[config.mk]
export PLATFORM = sky130hd
export DESIGN_NAME = asp_slot_port
export DESIGN_NICKNAME = d
export VERILOG_FILES = /design/src/inc/asp_pkg.sv /design/src/design/asp_slot_port.sv
export SDC_FILE = /design/constraint.sdc
export NUM_CORES = 1
export LEC_CHECK = 0
export BUFFER_PORTS_ARGS = -buffer_cell sky130_fd_sc_hd__buf_2
export CORE_MARGIN = 1
export CORE_UTILIZATION = 57
export CTS_BUF_LIST = sky130_fd_sc_hd__clkbuf_8
export DETAILED_ROUTE_END_ITERATION = 16
export GPL_TIMING_DRIVEN = 0
export PLACE_DENSITY = 0.79
export SYNTH_ARGS = -nofsm -noshare
export SYNTH_HDL_FRONTEND = slang
export SYNTH_SLANG_ARGS = --single-unit
export TNS_END_PERCENT = 100
[constraint.sdc]
create_clock -name clock -period 17.2 [get_ports clock]
set_clock_uncertainty 0.15 [all_clocks]
set_input_delay 3.44 -clock clock [delete_from_list [all_inputs] [get_ports clock]]
set_output_delay 3.44 -clock clock [all_outputs]
set_load 0.01 [all_outputs]
[src/inc/asp_pkg.sv]
package asp_pkg;
   // ==========================================================
   // Register map, page 0
   localparam logic [7:0] ADDR_CFG0 = 8'h07;
   localparam logic [7:0] ADDR_CFG2 = 8'h09;
   localparam logic [7:0] ADDR_CH1 = 8'h0B;
   localparam logic [7:0] ADDR_CH2 = 8'h0C;
   localparam logic [7:0] RST_CFG0 = 8'h30;
   localparam logic [7:0] RST_CFG2 = 8'h00;
   localparam logic [7:0] RST_CH1 = 8'h00;
   localparam logic [7:0] RST_CH2 = 8'h01;
   localparam logic [7:0] MASK_CFG2 = 8'hB0; // Reserved bits read zero
   localparam logic [7:0] MASK_CH = 8'h7F;
   // ==========================================================
   // Field positions
   localparam int POS_FMT = 6;
   localparam int POS_WLEN = 4;
   localparam int POS_FILL = 0;
   localparam int POS_DAISY = 7;
   localparam int POS_ERRDIS = 5;
   localparam int POS_RCOVDIS = 4;
   localparam int POS_LINE = 6;
   // ==========================================================
   // Codes and counts
   localparam logic [1:0] FMT_TDM = 2'h0;
   localparam logic [1:0] FMT_I2S = 2'h1;
   localparam logic [1:0] FMT_LJ = 2'h2;
   localparam logic [11:0] CNT_MAX = 12'hFFF;
   localparam logic [1:0] GOOD_FRAMES = 2'h2;
   localparam logic [1:0] FIFO_DEPTH = 2'h2;
   // ==========================================================
   // Types
   typedef struct packed {
      logic wr;
      logic rd;
      logic [7:0] addr;
      logic [7:0] wdata;
   } asp_reg_req_type;
   typedef struct packed {
      logic [31:0] ch1;
      logic [31:0] ch2;
   } asp_pair_type;
   typedef struct packed {
      logic act;
      logic bit_v;
   } asp_bit_type;
   typedef enum logic [1:0] {ST_RUN, ST_FAULT, ST_HALT} asp_state_type;
   // ==========================================================
   // Slot placement helpers; slot_start and pick used once per channel, wbits once
   function automatic logic [5:0] wbits(input logic [1:0] c);
      case (c)
         2'h0: wbits = 6'h10;
         2'h1: wbits = 6'h14;
         2'h2: wbits = 6'h18;
         default: wbits = 6'h20;
      endcase
   endfunction

   function automatic logic [11:0] slot_start(input logic [5:0] idx, input logic [1:0] fmt,
                                              input logic [5:0] w, input logic [11:0] half);
      logic [11:0] base;
      base = 12'h000;
      if (fmt == FMT_TDM) begin
         base = {6'h00, idx} * {6'h00, w};
      end else begin
         // Upper index bit picks the right half of the frame
         base = (idx[5] ? half : 12'h000) + {7'h00, idx[4:0]} * {6'h00, w};
         base = base + {11'h000, fmt == FMT_I2S}; // I2S data lags sync by one bit
      end
      slot_start = base;
   endfunction

   function automatic asp_bit_type pick(input logic [11:0] cnt, input logic [11:0] start,
                                        input logic [11:0] len, input logic [5:0] w,
                                        input logic [31:0] s);
      logic [11:0] off;
      logic [11:0] stop;
      off = cnt - start;
      stop = start + {6'h00, w};
      // A slot that would cross the frame end is dropped whole
      pick.act = (cnt >= start) && (cnt < stop) && (stop <= len) && (stop > start);
      pick.bit_v = s[5'h1F - off[4:0]];
   endfunction
endpackage

[src/design/asp_slot_port.sv]
// Behaviour
// - Chain bit 0 means shared bus; 1 means daisy chain, idle primary cycles pass upstream data.
// - Bus error detection runs when the detect-disable bit is 0.
// - Line bit 0 sends the channel on primary output, 1 on secondary.
// - In TDM a channel sits in the slot equal to its 6-bit index.
// - In I2S/LJ indices 0-31 are left slots, 32-63 right slots.
// - Reset: channel 1 slot 0, channel 2 slot 1, both on primary.
// - Channel 1 map lives at 0x0B, bit 7 reserved reading zero.
// - Format code 0 TDM, 1 I2S, 2 LJ, 3 reserved.
// - Word length code 0..3 gives 16, 20, 24, 32 bits; reset 32.
// - Unused cycles drive low when fill is 0, float when fill is 1.
`timescale 1ns/100ps
module asp_slot_port (
   input wire logic clock, // 125 MHz system clock
   input wire logic rst, // Asynchronous, active high
   input wire logic ce, // Freezes all state while low
   input wire asp_pkg::asp_reg_req_type reg_req, // Register access
   output logic [7:0] reg_rdata_ff, // Read data, valid cycle after rd
   input wire logic bclk, // Bit clock from host
   input wire logic fsync, // Frame sync from host
   input wire logic daisy_in, // Data from upstream device
   input wire logic in_valid, // Sample pair offered
   input wire asp_pkg::asp_pair_type in_data, // Sample pair, MSB aligned
   output logic in_ready_ff, // Buffer has room
   output logic primary_serial_out_ff, // Primary data out
   output logic primary_serial_oe_ff, // Primary drive enable
   output logic general_io_pin_one_ff, // Secondary data out
   output logic general_io_pin_one_oe_ff, // Secondary drive enable
   output logic fault_active_ff, // Bus fault being recovered
   output logic halted_ff // Waiting for host configuration
);
   import asp_pkg::*;

   // ==========================================================
   // Registers
   logic [7:0] cfg0_ff, cfg2_ff, ch1_ff, ch2_ff;
   logic [7:0] nxt_cfg0, nxt_cfg2, nxt_ch1, nxt_ch2, nxt_rdata;
   logic cfg_write;

   // Decode writes and reads; any mapped write counts as reconfiguration
   always_comb begin
      nxt_cfg0 = cfg0_ff;
      nxt_cfg2 = cfg2_ff;
      nxt_ch1 = ch1_ff;
      nxt_ch2 = ch2_ff;
      nxt_rdata = reg_rdata_ff;
      cfg_write = 1'b0;
      if (reg_req.wr) begin
         cfg_write = 1'b1;
         case (reg_req.addr)
            ADDR_CFG0: nxt_cfg0 = reg_req.wdata;
            ADDR_CFG2: nxt_cfg2 = reg_req.wdata & MASK_CFG2;
            ADDR_CH1: nxt_ch1 = reg_req.wdata & MASK_CH;
            ADDR_CH2: nxt_ch2 = reg_req.wdata & MASK_CH;
            default: cfg_write = 1'b0;
         endcase
      end
      if (reg_req.rd) begin
         case (reg_req.addr)
            ADDR_CFG0: nxt_rdata = cfg0_ff;
            ADDR_CFG2: nxt_rdata = cfg2_ff;
            ADDR_CH1: nxt_rdata = ch1_ff;
            ADDR_CH2: nxt_rdata = ch2_ff;
            default: nxt_rdata = 8'h00;
         endcase
      end
   end

   // Register storage with documented defaults
   always_ff @(posedge clock or posedge rst) begin
      if (rst) begin
         cfg0_ff <= RST_CFG0;
         cfg2_ff <= RST_CFG2;
         ch1_ff <= RST_CH1;
         ch2_ff <= RST_CH2;
         reg_rdata_ff <= 8'h00;
      end else if (ce) begin
         cfg0_ff <= nxt_cfg0;
         cfg2_ff <= nxt_cfg2;
         ch1_ff <= nxt_ch1;
         ch2_ff <= nxt_ch2;
         reg_rdata_ff <= nxt_rdata;
      end
   end

   // ==========================================================
   // Pin synchronisers: bit 0 bit clock, 1 frame sync, 2 daisy
   logic [2:0] pin_s1_ff, pin_s2_ff, pin_s3_ff;
   logic [2:0] nxt_s1, nxt_s2, nxt_s3;

   // Stage one feeds stage two only; edges use stages two and three
   always_comb begin
      nxt_s1 = {daisy_in, fsync, bclk};
      nxt_s2 = pin_s1_ff;
      nxt_s3 = pin_s2_ff;
   end

   always_ff @(posedge clock or posedge rst) begin
      if (rst) begin
         pin_s1_ff <= 3'h0;
         pin_s2_ff <= 3'h0;
         pin_s3_ff <= 3'h0;
      end else if (ce) begin
         pin_s1_ff <= nxt_s1;
         pin_s2_ff <= nxt_s2;
         pin_s3_ff <= nxt_s3;
      end
   end

   // ==========================================================
   // Two-entry sample buffer, drained one pair per frame
   asp_pair_type mem_ff [2];
   asp_pair_type nxt_mem [2];
   logic wp_ff, rp_ff, nxt_wp, nxt_rp, push, pop, nxt_ready;
   logic [1:0] fcnt_ff, nxt_fcnt;

   always_comb begin
      push = in_valid && in_ready_ff;
      nxt_mem = mem_ff;
      if (push) begin
         nxt_mem[wp_ff] = in_data;
      end
      nxt_wp = wp_ff ^ push;
      nxt_rp = rp_ff ^ pop;
      nxt_fcnt = 2'(fcnt_ff + {1'b0, push} - {1'b0, pop});
      // Ready follows the next fill level so a full buffer stalls the source
      nxt_ready = nxt_fcnt != FIFO_DEPTH;
   end

   always_ff @(posedge clock or posedge rst) begin
      if (rst) begin
         mem_ff[0] <= '0;
         mem_ff[1] <= '0;
         wp_ff <= 1'b0;
         rp_ff <= 1'b0;
         fcnt_ff <= 2'h0;
         in_ready_ff <= 1'b0;
      end else if (ce) begin
         mem_ff <= nxt_mem;
         wp_ff <= nxt_wp;
         rp_ff <= nxt_rp;
         fcnt_ff <= nxt_fcnt;
         in_ready_ff <= nxt_ready;
      end
   end

   // ==========================================================
   // Frame timing, fault recovery and serial output
   asp_state_type state_ff, nxt_state;
   asp_pair_type cur_ff, nxt_cur;
   asp_bit_type b1, b2;
   logic [11:0] cnt_ff, len_ff, nxt_cnt, nxt_len, nlen, st1, st2;
   logic [1:0] good_ff, nxt_good, fmt;
   logic [5:0] w;
   logic fs_smp_ff, nxt_fs_smp, rise, fall, fs, dz, fedge, err_now, fmt_ok, run;
   logic p_act, p_bit, s_act, s_bit, l1, l2;
   logic nxt_pout, nxt_poe, nxt_sout, nxt_soe;

   always_comb begin
      fmt = cfg0_ff[POS_FMT +: 2];
      w = wbits(cfg0_ff[POS_WLEN +: 2]);
      fmt_ok = fmt != 2'h3;
      run = state_ff == ST_RUN;
      l1 = ch1_ff[POS_LINE];
      l2 = ch2_ff[POS_LINE];
      rise = pin_s2_ff[0] & ~pin_s3_ff[0];
      fall = ~pin_s2_ff[0] & pin_s3_ff[0];
      fs = pin_s2_ff[1];
      dz = pin_s2_ff[2];
      // I2S frames open on the falling sync, TDM and LJ on the rising one
      fedge = rise && ((fmt == FMT_I2S) ? (fs_smp_ff & ~fs) : (~fs_smp_ff & fs));
      nlen = cnt_ff + 12'h001;
      // Error: frame length changed, or sync missing for a whole count span
      err_now = !cfg2_ff[POS_ERRDIS] && rise && (fedge ? (len_ff != 12'h000 && nlen != len_ff)
                : (cnt_ff == CNT_MAX - 12'h001));
      pop = fedge && run && fcnt_ff != 2'h0;
      nxt_fs_smp = rise ? fs : fs_smp_ff;
      nxt_cnt = cnt_ff;
      nxt_len = len_ff;
      nxt_cur = cur_ff;
      if (fedge) begin
         nxt_cnt = 12'h000;
         nxt_len = nlen;
         nxt_cur = pop ? mem_ff[rp_ff] : '0; // Silence when starved
      end else if (rise) begin
         if (cnt_ff != CNT_MAX) begin
            nxt_cnt = nlen;
         end else begin
            nxt_len = 12'h000; // Lost sync: next frame is not compared
         end
      end
      nxt_state = state_ff;
      nxt_good = good_ff;
      unique case (state_ff)
         ST_RUN: begin
            if (err_now) begin
               nxt_state = ST_FAULT;
               nxt_good = 2'h0;
            end
         end
         ST_FAULT: begin
            if (err_now) begin
               nxt_good = 2'h0;
            end else if (fedge && len_ff != 12'h000) begin
               if (good_ff == GOOD_FRAMES - 2'h1) begin
                  nxt_state = cfg2_ff[POS_RCOVDIS] ? ST_HALT : ST_RUN;
               end else begin
                  nxt_good = good_ff + 2'h1;
               end
            end
         end
         ST_HALT: begin
            if (cfg_write) begin
               nxt_state = ST_RUN;
            end
         end
      endcase
      st1 = slot_start(ch1_ff[5:0], fmt, w, {1'b0, len_ff[11:1]});
      st2 = slot_start(ch2_ff[5:0], fmt, w, {1'b0, len_ff[11:1]});
      b1 = pick(cnt_ff, st1, len_ff, w, cur_ff.ch1);
      b2 = pick(cnt_ff, st2, len_ff, w, cur_ff.ch2);
      // Channel 1 wins if both are mapped onto the same bits of one line
      p_act = (b1.act && !l1) || (b2.act && !l2);
      p_bit = (b1.act && !l1) ? b1.bit_v : b2.bit_v;
      s_act = (b1.act && l1) || (b2.act && l2);
      s_bit = (b1.act && l1) ? b1.bit_v : b2.bit_v;
      nxt_pout = primary_serial_out_ff;
      nxt_poe = primary_serial_oe_ff;
      nxt_sout = general_io_pin_one_ff;
      nxt_soe = general_io_pin_one_oe_ff;
      // Data changes on the falling bit clock so the host samples on rising
      if (fall) begin
         if (!run || !fmt_ok) begin
            nxt_pout = 1'b0;
            nxt_poe = 1'b0;
            nxt_sout = 1'b0;
            nxt_soe = 1'b0;
         end else begin
            if (p_act) begin
               nxt_pout = p_bit;
               nxt_poe = 1'b1;
            end else if (cfg2_ff[POS_DAISY]) begin
               nxt_pout = dz;
               nxt_poe = 1'b1;
            end else begin
               nxt_pout = 1'b0;
               nxt_poe = !cfg0_ff[POS_FILL];
            end
            nxt_sout = s_act ? s_bit : 1'b0;
            nxt_soe = s_act || !cfg0_ff[POS_FILL];
         end
      end
   end

   always_ff @(posedge clock or posedge rst) begin
      if (rst) begin
         state_ff <= ST_RUN;
         cur_ff <= '0;
         cnt_ff <= 12'h000;
         len_ff <= 12'h000;
         good_ff <= 2'h0;
         fs_smp_ff <= 1'b0;
         primary_serial_out_ff <= 1'b0;
         primary_serial_oe_ff <= 1'b0;
         general_io_pin_one_ff <= 1'b0;
         general_io_pin_one_oe_ff <= 1'b0;
         fault_active_ff <= 1'b0;
         halted_ff <= 1'b0;
      end else if (ce) begin
         state_ff <= nxt_state;
         cur_ff <= nxt_cur;
         cnt_ff <= nxt_cnt;
         len_ff <= nxt_len;
         good_ff <= nxt_good;
         fs_smp_ff <= nxt_fs_smp;
         primary_serial_out_ff <= nxt_pout;
         primary_serial_oe_ff <= nxt_poe;
         general_io_pin_one_ff <= nxt_sout;
         general_io_pin_one_oe_ff <= nxt_soe;
         fault_active_ff <= nxt_state == ST_FAULT;
         halted_ff <= nxt_state == ST_HALT;
      end
   end
endmodule

Word level (Yosys, flattened, before mapping). Index checks and enable logic that the tools add are counted.

Add/sub/neg operators: 14. Multipliers: 4. Divide/modulo/power cells: 0. Magnitude comparators: 13. Equality and inequality tests: 21. Shift-type cells: 0. Mux-type cells: 50. Bitwise gates (word level): 12. Reduce and logical (&&, ||, !) cells: 50.

Operator list (count): 64-bit 2-to-1 mux (5); 128-bit bitwise mux (1); 12-bit 2-to-1 mux (8); 64-bit demux with 1-bit select (1); 8-bit case mux with 4 select lines (1); 11-bit by 11-bit adder with 12-bit output (2); 12-bit by 1-bit adder with 12-bit output (2); 12-bit by 6-bit adder with 12-bit output (2); 8-bit by 4-bit equality test with 1-bit output (second input constant) (3); 12-bit greater-or-equal comparator (2); 12-bit greater-than comparator (2); 12-bit less-or-equal comparator (2); 12-bit < comparator (2); 6-bit by 6-bit multiplier with 12-bit output (2); 5-bit by 6-bit multiplier with 11-bit output (2); 11-bit 2-to-1 mux (2); 2-bit 2-to-1 mux (10); 1-bit logical AND (19); 6-bit case mux with 3 select lines (1); 3-bit AND reduction (6); 1-bit 2-to-1 mux (17); 12-bit by 1-bit adder with 12-bit output (second input constant) (1); 12-bit equality test (second input constant) (1); 5-bit by 6-bit < comparator with 1-bit output (second input constant) (2); other kinds (29) (68).

Register bits after elaboration: 272. Bits in latches: 0. Memory bits (writable): 0. ROM bits: 0. Input port bits: 89. Output and inout port bits: 15. Word-level logic and storage cells: 193. Memories: 0.

Longest topological paths before layout. Gate-level depths: netlist of run 1.

Depth after elaboration: 15. Depth in mapped cells: 30. Mapped depth without buffers: 29.

Worst setup path after synthesis of run 1. OpenSTA, ideal clock, no wires.

Path kind: reg2reg. From: register cfg0_ff[4]. To: register primary_serial_out_ff. Library setup time: 0.126 ns. Arrival time: 6.698 ns. Required time: 16.924 ns. Setup slack: 10.225 ns. Stages on the path, launching flop included: 30. Buffers on the path: 2. Clock period less this slack: 6.975 ns. Cell sequence: dfstp_2 > ha_1 > clkbuf_1 > clkbuf_1 > mux2_2 > ha_1 > inv_1 > fa_1 > inv_1 > ha_1 > ha_1 > inv_1 > fa_1 > nand2b_1 > a21oi_1 > xnor2_1 > nor2_1 > a21oi_1 > nor3b_1 > ha_1 > inv_1 > ha_1 > nand4_1 > or3_1 > o31ai_1 > o211ai_1 > a2111oi_1 > o31ai_1 > o211a_1 > a311o_1.

Longest elaborated chain between the ends: 15. Elaborated cells between the ends (all ways): 44. Those cells by class: 10 x add/sub; 4 x mul; 8 x order compare; 2 x eq/ne; 10 x mux; 10 x reduce/logical.

RTL lines: start, declared (line asp_slot_port.sv:36) `logic [7:0] cfg0_ff, cfg2_ff, ch1_ff, ch2_ff;`; start signal, assigned (line asp_slot_port.sv:78) `cfg0_ff <= nxt_cfg0;`; 2-bit equality test, or another cell as far along (line asp_pkg.sv:51) `case (c)`; 6-bit case mux with 3 select lines (*) (line asp_pkg.sv:51); parallel branches: the longest is 11 deep, another holds 11-bit by 11-bit adder with 12-bit output; 1-bit 2-to-1 mux (*) (line asp_slot_port.sv:239) `if (p_act) begin`; 1-bit 2-to-1 mux (*) (line asp_slot_port.sv:233) `if (!run || !fmt_ok) begin`; end signal, assigned (line asp_slot_port.sv:276) `primary_serial_out_ff <= nxt_pout;`; end, declared (line asp_slot_port.sv:25) `output logic primary_serial_out_ff,`.

Mark *: on every way between the ends. The select of a mux whose other input is x is not followed. A chain may end at the register's enable or synchronous reset.

Worst setup path after layout of run 1. Same ends and word-level chain as after synthesis.

==> results of run 1 <==
## sequential cells by signal, indices dropped and copies added, names as in the netlist, 3 cells and up
register and count:
cfg0_ff 8, cfg2_ff 3, ch1_ff 7, ch2_ff 7, cnt_ff 12, cur_ff 64
len_ff 12, mem_ff 128, nxt_s2 3, nxt_s3 3, reg_rdata_ff 8
## worst max-delay path, delay by kind of cell (launching register included)
kind	cells	cell delay [ns]
AOI/OAI and AO/OA	8	2.17
buffers and inverters	6	1.37
and+or+nand+nor	5	0.87
DFF	1	0.60
xor gates and xnor gates	1	0.16
adders and majority gates	8	2.49
muxes	1	0.42
## routing by layer
layer  up-vias  GRT usage
met5         -          0
met4         4      0.127
met3       108     0.0430
met2       411      0.465
met1      7002      0.352
li1       6746          -
## power by group through the flow
stage | clock (µW) | combinational [µW] | sequential [µW]
3_3_place_gp | 0 | 653 | 936
2_1_floorplan | 0 | 526 | 917
4_1_cts | 585 | 687 | 943
3_5_place_dp | 0 | 679 | 951
6_report | 573 | 684 | 944
5_1_grt | 612 | 752 | 966
## layout make-up
cell class | instances | area [µm²] | share of cell area
Multi-Input combinational cell | 1299 | 11100 | 0.534
Sequential cell | 272 | 6810 | 0.327
Clock buffer | 59 | 812 | 0.0390
Timing Repair Buffer | 105 | 571 | 0.0274
Tap cell | 442 | 553 | 0.0265
Inverter | 141 | 537 | 0.0258
Buffer | 76 | 307 | 0.0147
Clock inverter | 24 | 110 | 0.00528
Antenna cell | 2 | 5.00 | 0.000240
## metrics by stage
step	hold slack, ns	setup slack [ns]	cell area, µm²	util
finish	0.316	8.86	20800	0.642
global route	0.342	8.46	20800	0.642
CTS	0.323	8.91	20800	0.642
detailed placement	0.311	8.93	19900	0.614
global placement	0.305	3.56	19900	0.612
floorplan	0.293	6.12	18800	-
## final timing paths
kind	depth (start not counted)	slack [ns]	from	end
setup reg to reg	29	8.86	cfg0_ff[4]	primary_serial_out_ff
hold reg to reg	1	0.32	reg_rdata_ff[4]	reg_rdata_ff[4]
setup / recovery	29	8.86	cfg0_ff[4]	primary_serial_out_ff
min in group asynchronous	3	2.88	rst	mem_ff[107]
hold / removal	1	0.32	reg_rdata_ff[4]	reg_rdata_ff[4]
max in group asynchronous	4	12.88	rst	primary_serial_out_ff
## layout by cell type, fill, tap and decap left out, drive strengths merged, types with 74 or more instances in the layout
master  instances
dfrtp         269
ha            196
mux2          166
nand2         165
inv           159
clkbuf        122
buf           118
o21ai          79
mux2i          74
## kinds of logic (layout without fill, tap and decap cells)
group / after synthesis / count (layout) / synth area share
buffers and inverters: 217 / 405 / 0.0445
muxes: 260 / 260 / 0.164
AOI/OAI and AO/OA: 340 / 340 / 0.125
adders and majority gates: 228 / 228 / 0.165
and+or+nand+nor: 405 / 405 / 0.104
xor gates and xnor gates: 66 / 66 / 0.0352
DFF: 272 / 272 / 0.363
other: 0 / 2 / 0
==> impl_metrics.ini, run 1 <==
[worst_setup_path]
cp.arrival_ns = 8.67
worstSetupPathType = reg -> reg
critPathLaunchType = flip-flop
cp.required_ns = 17.53
slowest_stage = dfstp_2
critPathMostFrequentCell = ha_1
cpPeakStageDelay_ns = 0.60
critPathMaxFanout = 10
end_kind = flip-flop

[power_and_ir_drop]
power_frac_clock = 0.260
p_leak_uw = 0.0101
ir_drop_mv = 0.0980
p_per_area_nw_per_um2 = 106
power_uw = 2200
p_sw_uw = 724
pwr-share-seq = 0.429
combPwrFrac = 0.311
swShare = 0.329
power.internal_uw = 1480

[logic_synthesis]
synth-seq-cells = 272
synth_cell_type_count = 82
yosysSeqAreaShare = 0.363
syn_area_um2 = 18800
ys_warn_count = 0
synthTopCellsByCount = dfrtp_1, ha_1, nand2_1
synth_top_cell_by_area = dfrtp_1
async_flop_share = 1.00
syn_inst = 1788
synth_area_per_cell_um2 = 10.5
synth_most_common_cell = dfrtp_1
netlist.area_leader.share = 0.358
synth_edf_count = 0
ys.flop_type = dfrtp_1
synthTopCellsByArea = dfrtp_1, ha_1, mux2_2
synth_nets = 2105

[routing]
vias = 14300
dr_wl_met2_um = 21800
first_iter_violations = 802
wirelength_um = 45200
via_per_inst = 5.90
first_pass_iters = 13
wl_met3_um = 2390
drc = 2
wl_met1_um = 19300
antenna_left = 0
post_drt_wl_per_cell_um = 18.7
dr.max_layer_used = met5

[floorplanning]
core_um2 = 32500
io_pins = 104
std_cell_rows = 66
die_area_um2 = 33700
die_h_um = 184
die_w_um = 184
start_util = 0.579

[cts]
cts_buffers = 46
cts_tree = done
clock_latency_ns = 0.61
clk_pin_slew_ns = 0.06
h-tree-depth = 2
cts_root_buffer = clkbuf_8
post_cts_resized = 0
cts.sinks = 272
cts.hold.buffers_added = 0
post_cts_buffers = 0
cts_buffer_depth = 3

[global_route]
grt_first_pass_wirelength_um = 73300
grt_pass1_vias = 14500
grtUsageTotal = 0.277
grt_max_degree = 140
overflow = 0
grt_antenna_before_repair = 3

[cells_and_area]
nets = 2258
area_growth_pct = 11.0
fillerInstances = 2501
final_cells = 2420
drive_above_1_share = 0.198

[placed_design]
gp_congestion = 0.925
placed_cells = 2335
dp_hpwl_um = 33900
io_buffers = 103

[sta]
post-route-period-util = 0.485
slew_viol_final = 0
relSlewSlack = 0.320
finalCriticalPeriod_ns = 8.34
rsz0062_at_grt = no
finalHoldViolCount = 0
setup_viol = 0
clock.fmax_ghz = 0.120
fin_setup_tns_ns = 0
tightestPinTransition_ns = 1.01

[hold_path]
min_path_type = reg -> reg

[status]
status = complete, but fails checks
violations = DRC

[run]
cap_violations = 0
Power figures use the tool's default switching activity.
==> inputs of run 2 (changes only) <==
- clock period: 17.2 -> 8.4 ns (I/O delays scaled with it)
==> impl_metrics.ini, run 2 (synthesized netlist as in run 1, its figures left out) <==
[status]
status = completed

[routing]
post_drt_wl_per_cell_um = 18.4
first_pass_iters = 7
drc = 0
first_iter_violations = 838
vias = 14200
wirelength_um = 44600
antenna_left = 0
via_per_inst = 5.86

[cts]
cts.hold.buffers_added = 0
clock_latency_ns = 0.59
cts_root_buffer = clkbuf_8
h-tree-depth = 2
cts_tree = done
cts_buffer_depth = 3
cts.sinks = 272
cts_buffers = 46
clk_pin_slew_ns = 0.07

[global_route]
grt_pass1_vias = 14600
grtUsageTotal = 0.277
overflow = 0
grt_first_pass_wirelength_um = 73800
grt_antenna_before_repair = 6
grt_max_degree = 46

[floorplanning]
die_h_um = 184
die_area_um2 = 33700
std_cell_rows = 66
core_um2 = 32500
io_pins = 104
die_w_um = 184
start_util = 0.579

[power_and_ir_drop]
p_per_area_nw_per_um2 = 215
p_leak_uw = 0.0102
ir_drop_mv = 0.208

[cells_and_area]
largest_reg_flops = 128
fin_area_um2 = 20900
layout_common_cells = dfrtp_1, ha_1, nand2_1
drive_above_1_share = 0.201
area_growth_pct = 11.3
top_register = mem_ff
nets = 2262
final_common_cell = dfrtp_1
largestRegisters = mem_ff (128), cur_ff (64)

[sta]
slew_viol_final = 0
rsz0062_at_grt = no
fin_setup_tns_ns = 0
setup_viol = 0
tightestPinTransition_ns = 0.978
hold_slack_ns = 0.322
finalCriticalPeriod_ns = 7.89
post-route-period-util = 0.940
clock.fmax_ghz = 0.127
finalHoldViolCount = 0
relSlewSlack = 0.343

[worst_setup_path]
end_kind = flip-flop
r2r_setup_slack_ns = 0.51
slowest_stage = ha_1
critPathMaxFanout = 10
cp.arrival_ns = 8.19
critPathMostFrequentCell = ha_1
worstSetupPathType = reg -> reg
cpPeakStageDelay_ns = 0.61
critPathLaunchType = flip-flop
cp.required_ns = 8.70

[run]
cap_violations = 0

[placed_design]
dp_hpwl_um = 34300
post_dp_cell_area_um2 = 20000
io_buffers = 103
gp_congestion = 0.940

[hold_path]
min_path_type = reg -> reg
## run 2: worst paths after layout
path | start | end | cells past startpoint
max | cfg0_ff[4] | primary_serial_out_ff | 28
min | cur_ff[4] | cur_ff[4] | 2
max reg2reg | cfg0_ff[4] | primary_serial_out_ff | 28
min reg2reg | cur_ff[4] | cur_ff[4] | 2
max in group asynchronous | rst | mem_ff[69] | 5
min in group asynchronous | rst | mem_ff[113] | 2
## run 2: per-stage QoR
stage	setup slack, ns	utilization	cells	power (µW)
finish	0.507	0.645	2421	4490
global route	0.0196	0.644	2420	4770
CTS	0.0618	0.644	2420	4520
detailed placement	0.0721	0.616	2339	3340
global placement	0.214	0.612	2333	3250
floorplan	1.43	-	1788	2960
## run 2: where the power goes
group / leakage [µW] / switching, µW / internal, µW
logic: 0.00617 / 699 / 696
clock network: 0.000542 / 527 / 639
registers: 0.00347 / 227 / 1700
total: 0.0102 / 1450 / 3040
## run 2: area by class of cell
cell class | count | area, µm²
Sequential cell | 272 | 6810
Antenna cell | 1 | 2.50
Buffer | 76 | 310
Fill cell | 2566 | 11500
Timing Repair Buffer | 109 | 636
Clock buffer | 56 | 771
Inverter | 141 | 533
Clock inverter | 25 | 159
Multi-Input combinational cell | 1299 | 11100
Tap cell | 442 | 553
## run 2: critical path: cells and delay by family (launching register included)
family          cells  cell delay [ns]
compound gates      9             2.17
xor+xnor            2             0.27
fa+ha+maj           7             2.83
buf+inv             4             0.63
flops               1             0.60
mux                 1             0.45
simple gates        5             0.69
## run 2: layer usage
metal / global-route usage / up-vias / share of wire
li1: - / 6714 / -
met1: 0.352 / 6972 / 0.43
met2: 0.461 / 371 / 0.48
met3: 0.0466 / 128 / 0.047
met4: 0.130 / 12 / 0.043
met5: 0 / - / 0.0015
## run 2: what timing repair did
item / CTS / global route
setup buffers: 0 / 0
gates resized for setup: 0 / 7
endpoints found under the setup margin: 0 / 4
endpoints found under the hold margin: 0 / 0
==> inputs of run 3 (changes only) <==
- CORE_ASPECT_RATIO: default -> 0.8
- CORE_MARGIN: 1 -> default
- CORE_UTILIZATION: 57 -> 34
- PLACE_DENSITY: 0.79 -> 0.53
==> impl_metrics.ini, run 3 (synthesized netlist as in run 1, its figures left out) <==
[cts]
clock_latency_ns = 0.61
h-tree-depth = 2
cts_buffers = 48
cts.hold.buffers_added = 0
cts.sinks = 272
cts_buffer_depth = 3
cts_tree = done
clk_pin_slew_ns = 0.06
cts_root_buffer = clkbuf_8

[floorplanning]
start_util = 0.347
die_h_um = 212
io_pins = 104
std_cell_rows = 76
core_um2 = 54200
die_w_um = 265
die_area_um2 = 56200

[sta]
setup_viol = 0
finalCriticalPeriod_ns = 7.88
rsz0062_at_grt = no
finalHoldViolCount = 0
fin_setup_tns_ns = 0
clock.fmax_ghz = 0.127
relSlewSlack = 0.427
slew_viol_final = 0
post-route-period-util = 0.938
tightestPinTransition_ns = 0.860
hold_slack_ns = 0.322

[global_route]
overflow = 0
grt_max_degree = 43
grt_first_pass_wirelength_um = 78400
grt_antenna_before_repair = 1
grtUsageTotal = 0.177
grt_pass1_vias = 14300

[worst_setup_path]
cp.arrival_ns = 8.20
end_kind = flip-flop
worstSetupPathType = reg -> reg
critPathLaunchType = flip-flop
cp.required_ns = 8.72
critPathMaxFanout = 10

[routing]
first_pass_iters = 5
vias = 13900
via_per_inst = 5.17
antenna_left = 0
drc = 0
first_iter_violations = 807
wirelength_um = 48500
post_drt_wl_per_cell_um = 18.1

[cells_and_area]
largestRegisters = mem_ff (128), cur_ff (64)
largest_reg_flops = 128
final_common_cell = dfrtp_1
layout_common_cells = dfrtp_1, ha_1, nand2_1
nets = 2264
n_antenna_cell = 0
final_cells = 2683
drive_above_1_share = 0.203
fillerInstances = 5369
top_register = mem_ff
area_growth_pct = 13.3

[placed_design]
gp_congestion = 0.873
io_buffers = 103
placed_cells = 2600
dp_hpwl_um = 37800

[status]
status = completed

[run]
cap_violations = 0

[power_and_ir_drop]
p_per_area_nw_per_um2 = 213
p_leak_uw = 0.0102
ir_drop_mv = 0.158

[hold_path]
min_path_type = reg -> reg
-- run 3: timing repair --
item | CTS | global route
setup endpoints to repair | 2 | 4
setup buffers | 0 | 0
resized for setup | 1 | 9
-- run 3: critical path, stage by stage (launching register included) --
cell       delay, ns
dfstp_2         0.60
ha_2            0.42
clkbuf_1        0.42
nand2_1         0.19
xnor2_1         0.16
ha_1            0.28
inv_1           0.06
fa_1            0.51
fa_1            0.56
inv_1           0.07
ha_1            0.32
a211o_1         0.28
a31oi_1         0.67
a211oi_2        0.13
and2_1          0.23
nor3b_1         0.15
ha_1            0.34
inv_1           0.07
ha_1            0.29
nand4_1         0.11
or2_2           0.14
a21oi_1         0.05
a2111oi_0       0.40
o21ai_0         0.15
a31oi_1         0.26
nand4b_1        0.19
o211a_1         0.24
a311o_1         0.31
-- run 3: path summary, 6_finish.rpt --
path	from	endpoint	slack, ns	depth (start not counted)
hold reg to reg	cur_ff[0]	cur_ff[0]	0.32	2
max in group asynchronous	rst	cfg0_ff[5]	5.74	5
setup reg to reg	cfg0_ff[4]	primary_serial_out_ff	0.52	27
min in group asynchronous	rst	mem_ff[118]	1.05	2
setup / recovery	cfg0_ff[4]	primary_serial_out_ff	0.52	27
hold / removal	cur_ff[0]	cur_ff[0]	0.32	2
-- run 3: cell type report --
cell class              count  area (µm²)  area share
clock buffers              58         798      0.0375
inverters                 141         533      0.0250
repair buffers            110         656      0.0308
flip-flops and latches    272        6810       0.320
plain buffers              75         308      0.0145
well taps                 702         878      0.0413
multi-input cells        1299       11200       0.524
clock inverters            26         148     0.00694
-- run 3: metrics by stage --
step / util / setup WS, ns / area, µm² / power, µW
after detailed placement: 0.375 / -0.137 / 20300 / 3380
after global placement: 0.372 / -0.0787 / 20200 / 3320
after CTS: 0.392 / 0.0641 / 21300 / 4610
after global routing: 0.393 / 0.0529 / 21300 / 4870
after floorplan: - / 1.43 / 18800 / 2960
final: 0.393 / 0.520 / 21300 / 4540
-- run 3: power by group --
part / total (µW) / internal (µW) / switching [µW]
clock: 1200 / 653 / 551
combinational: 1420 / 697 / 720
sequential: 1920 / 1700 / 219
total: 4540 / 3050 / 1490
-- run 3: layer usage --
metal	wire [µm]	track usage
met4	1130	0.0518
met1	24500	0.256
met5	11	0
met2	20900	0.271
met3	1980	0.0307
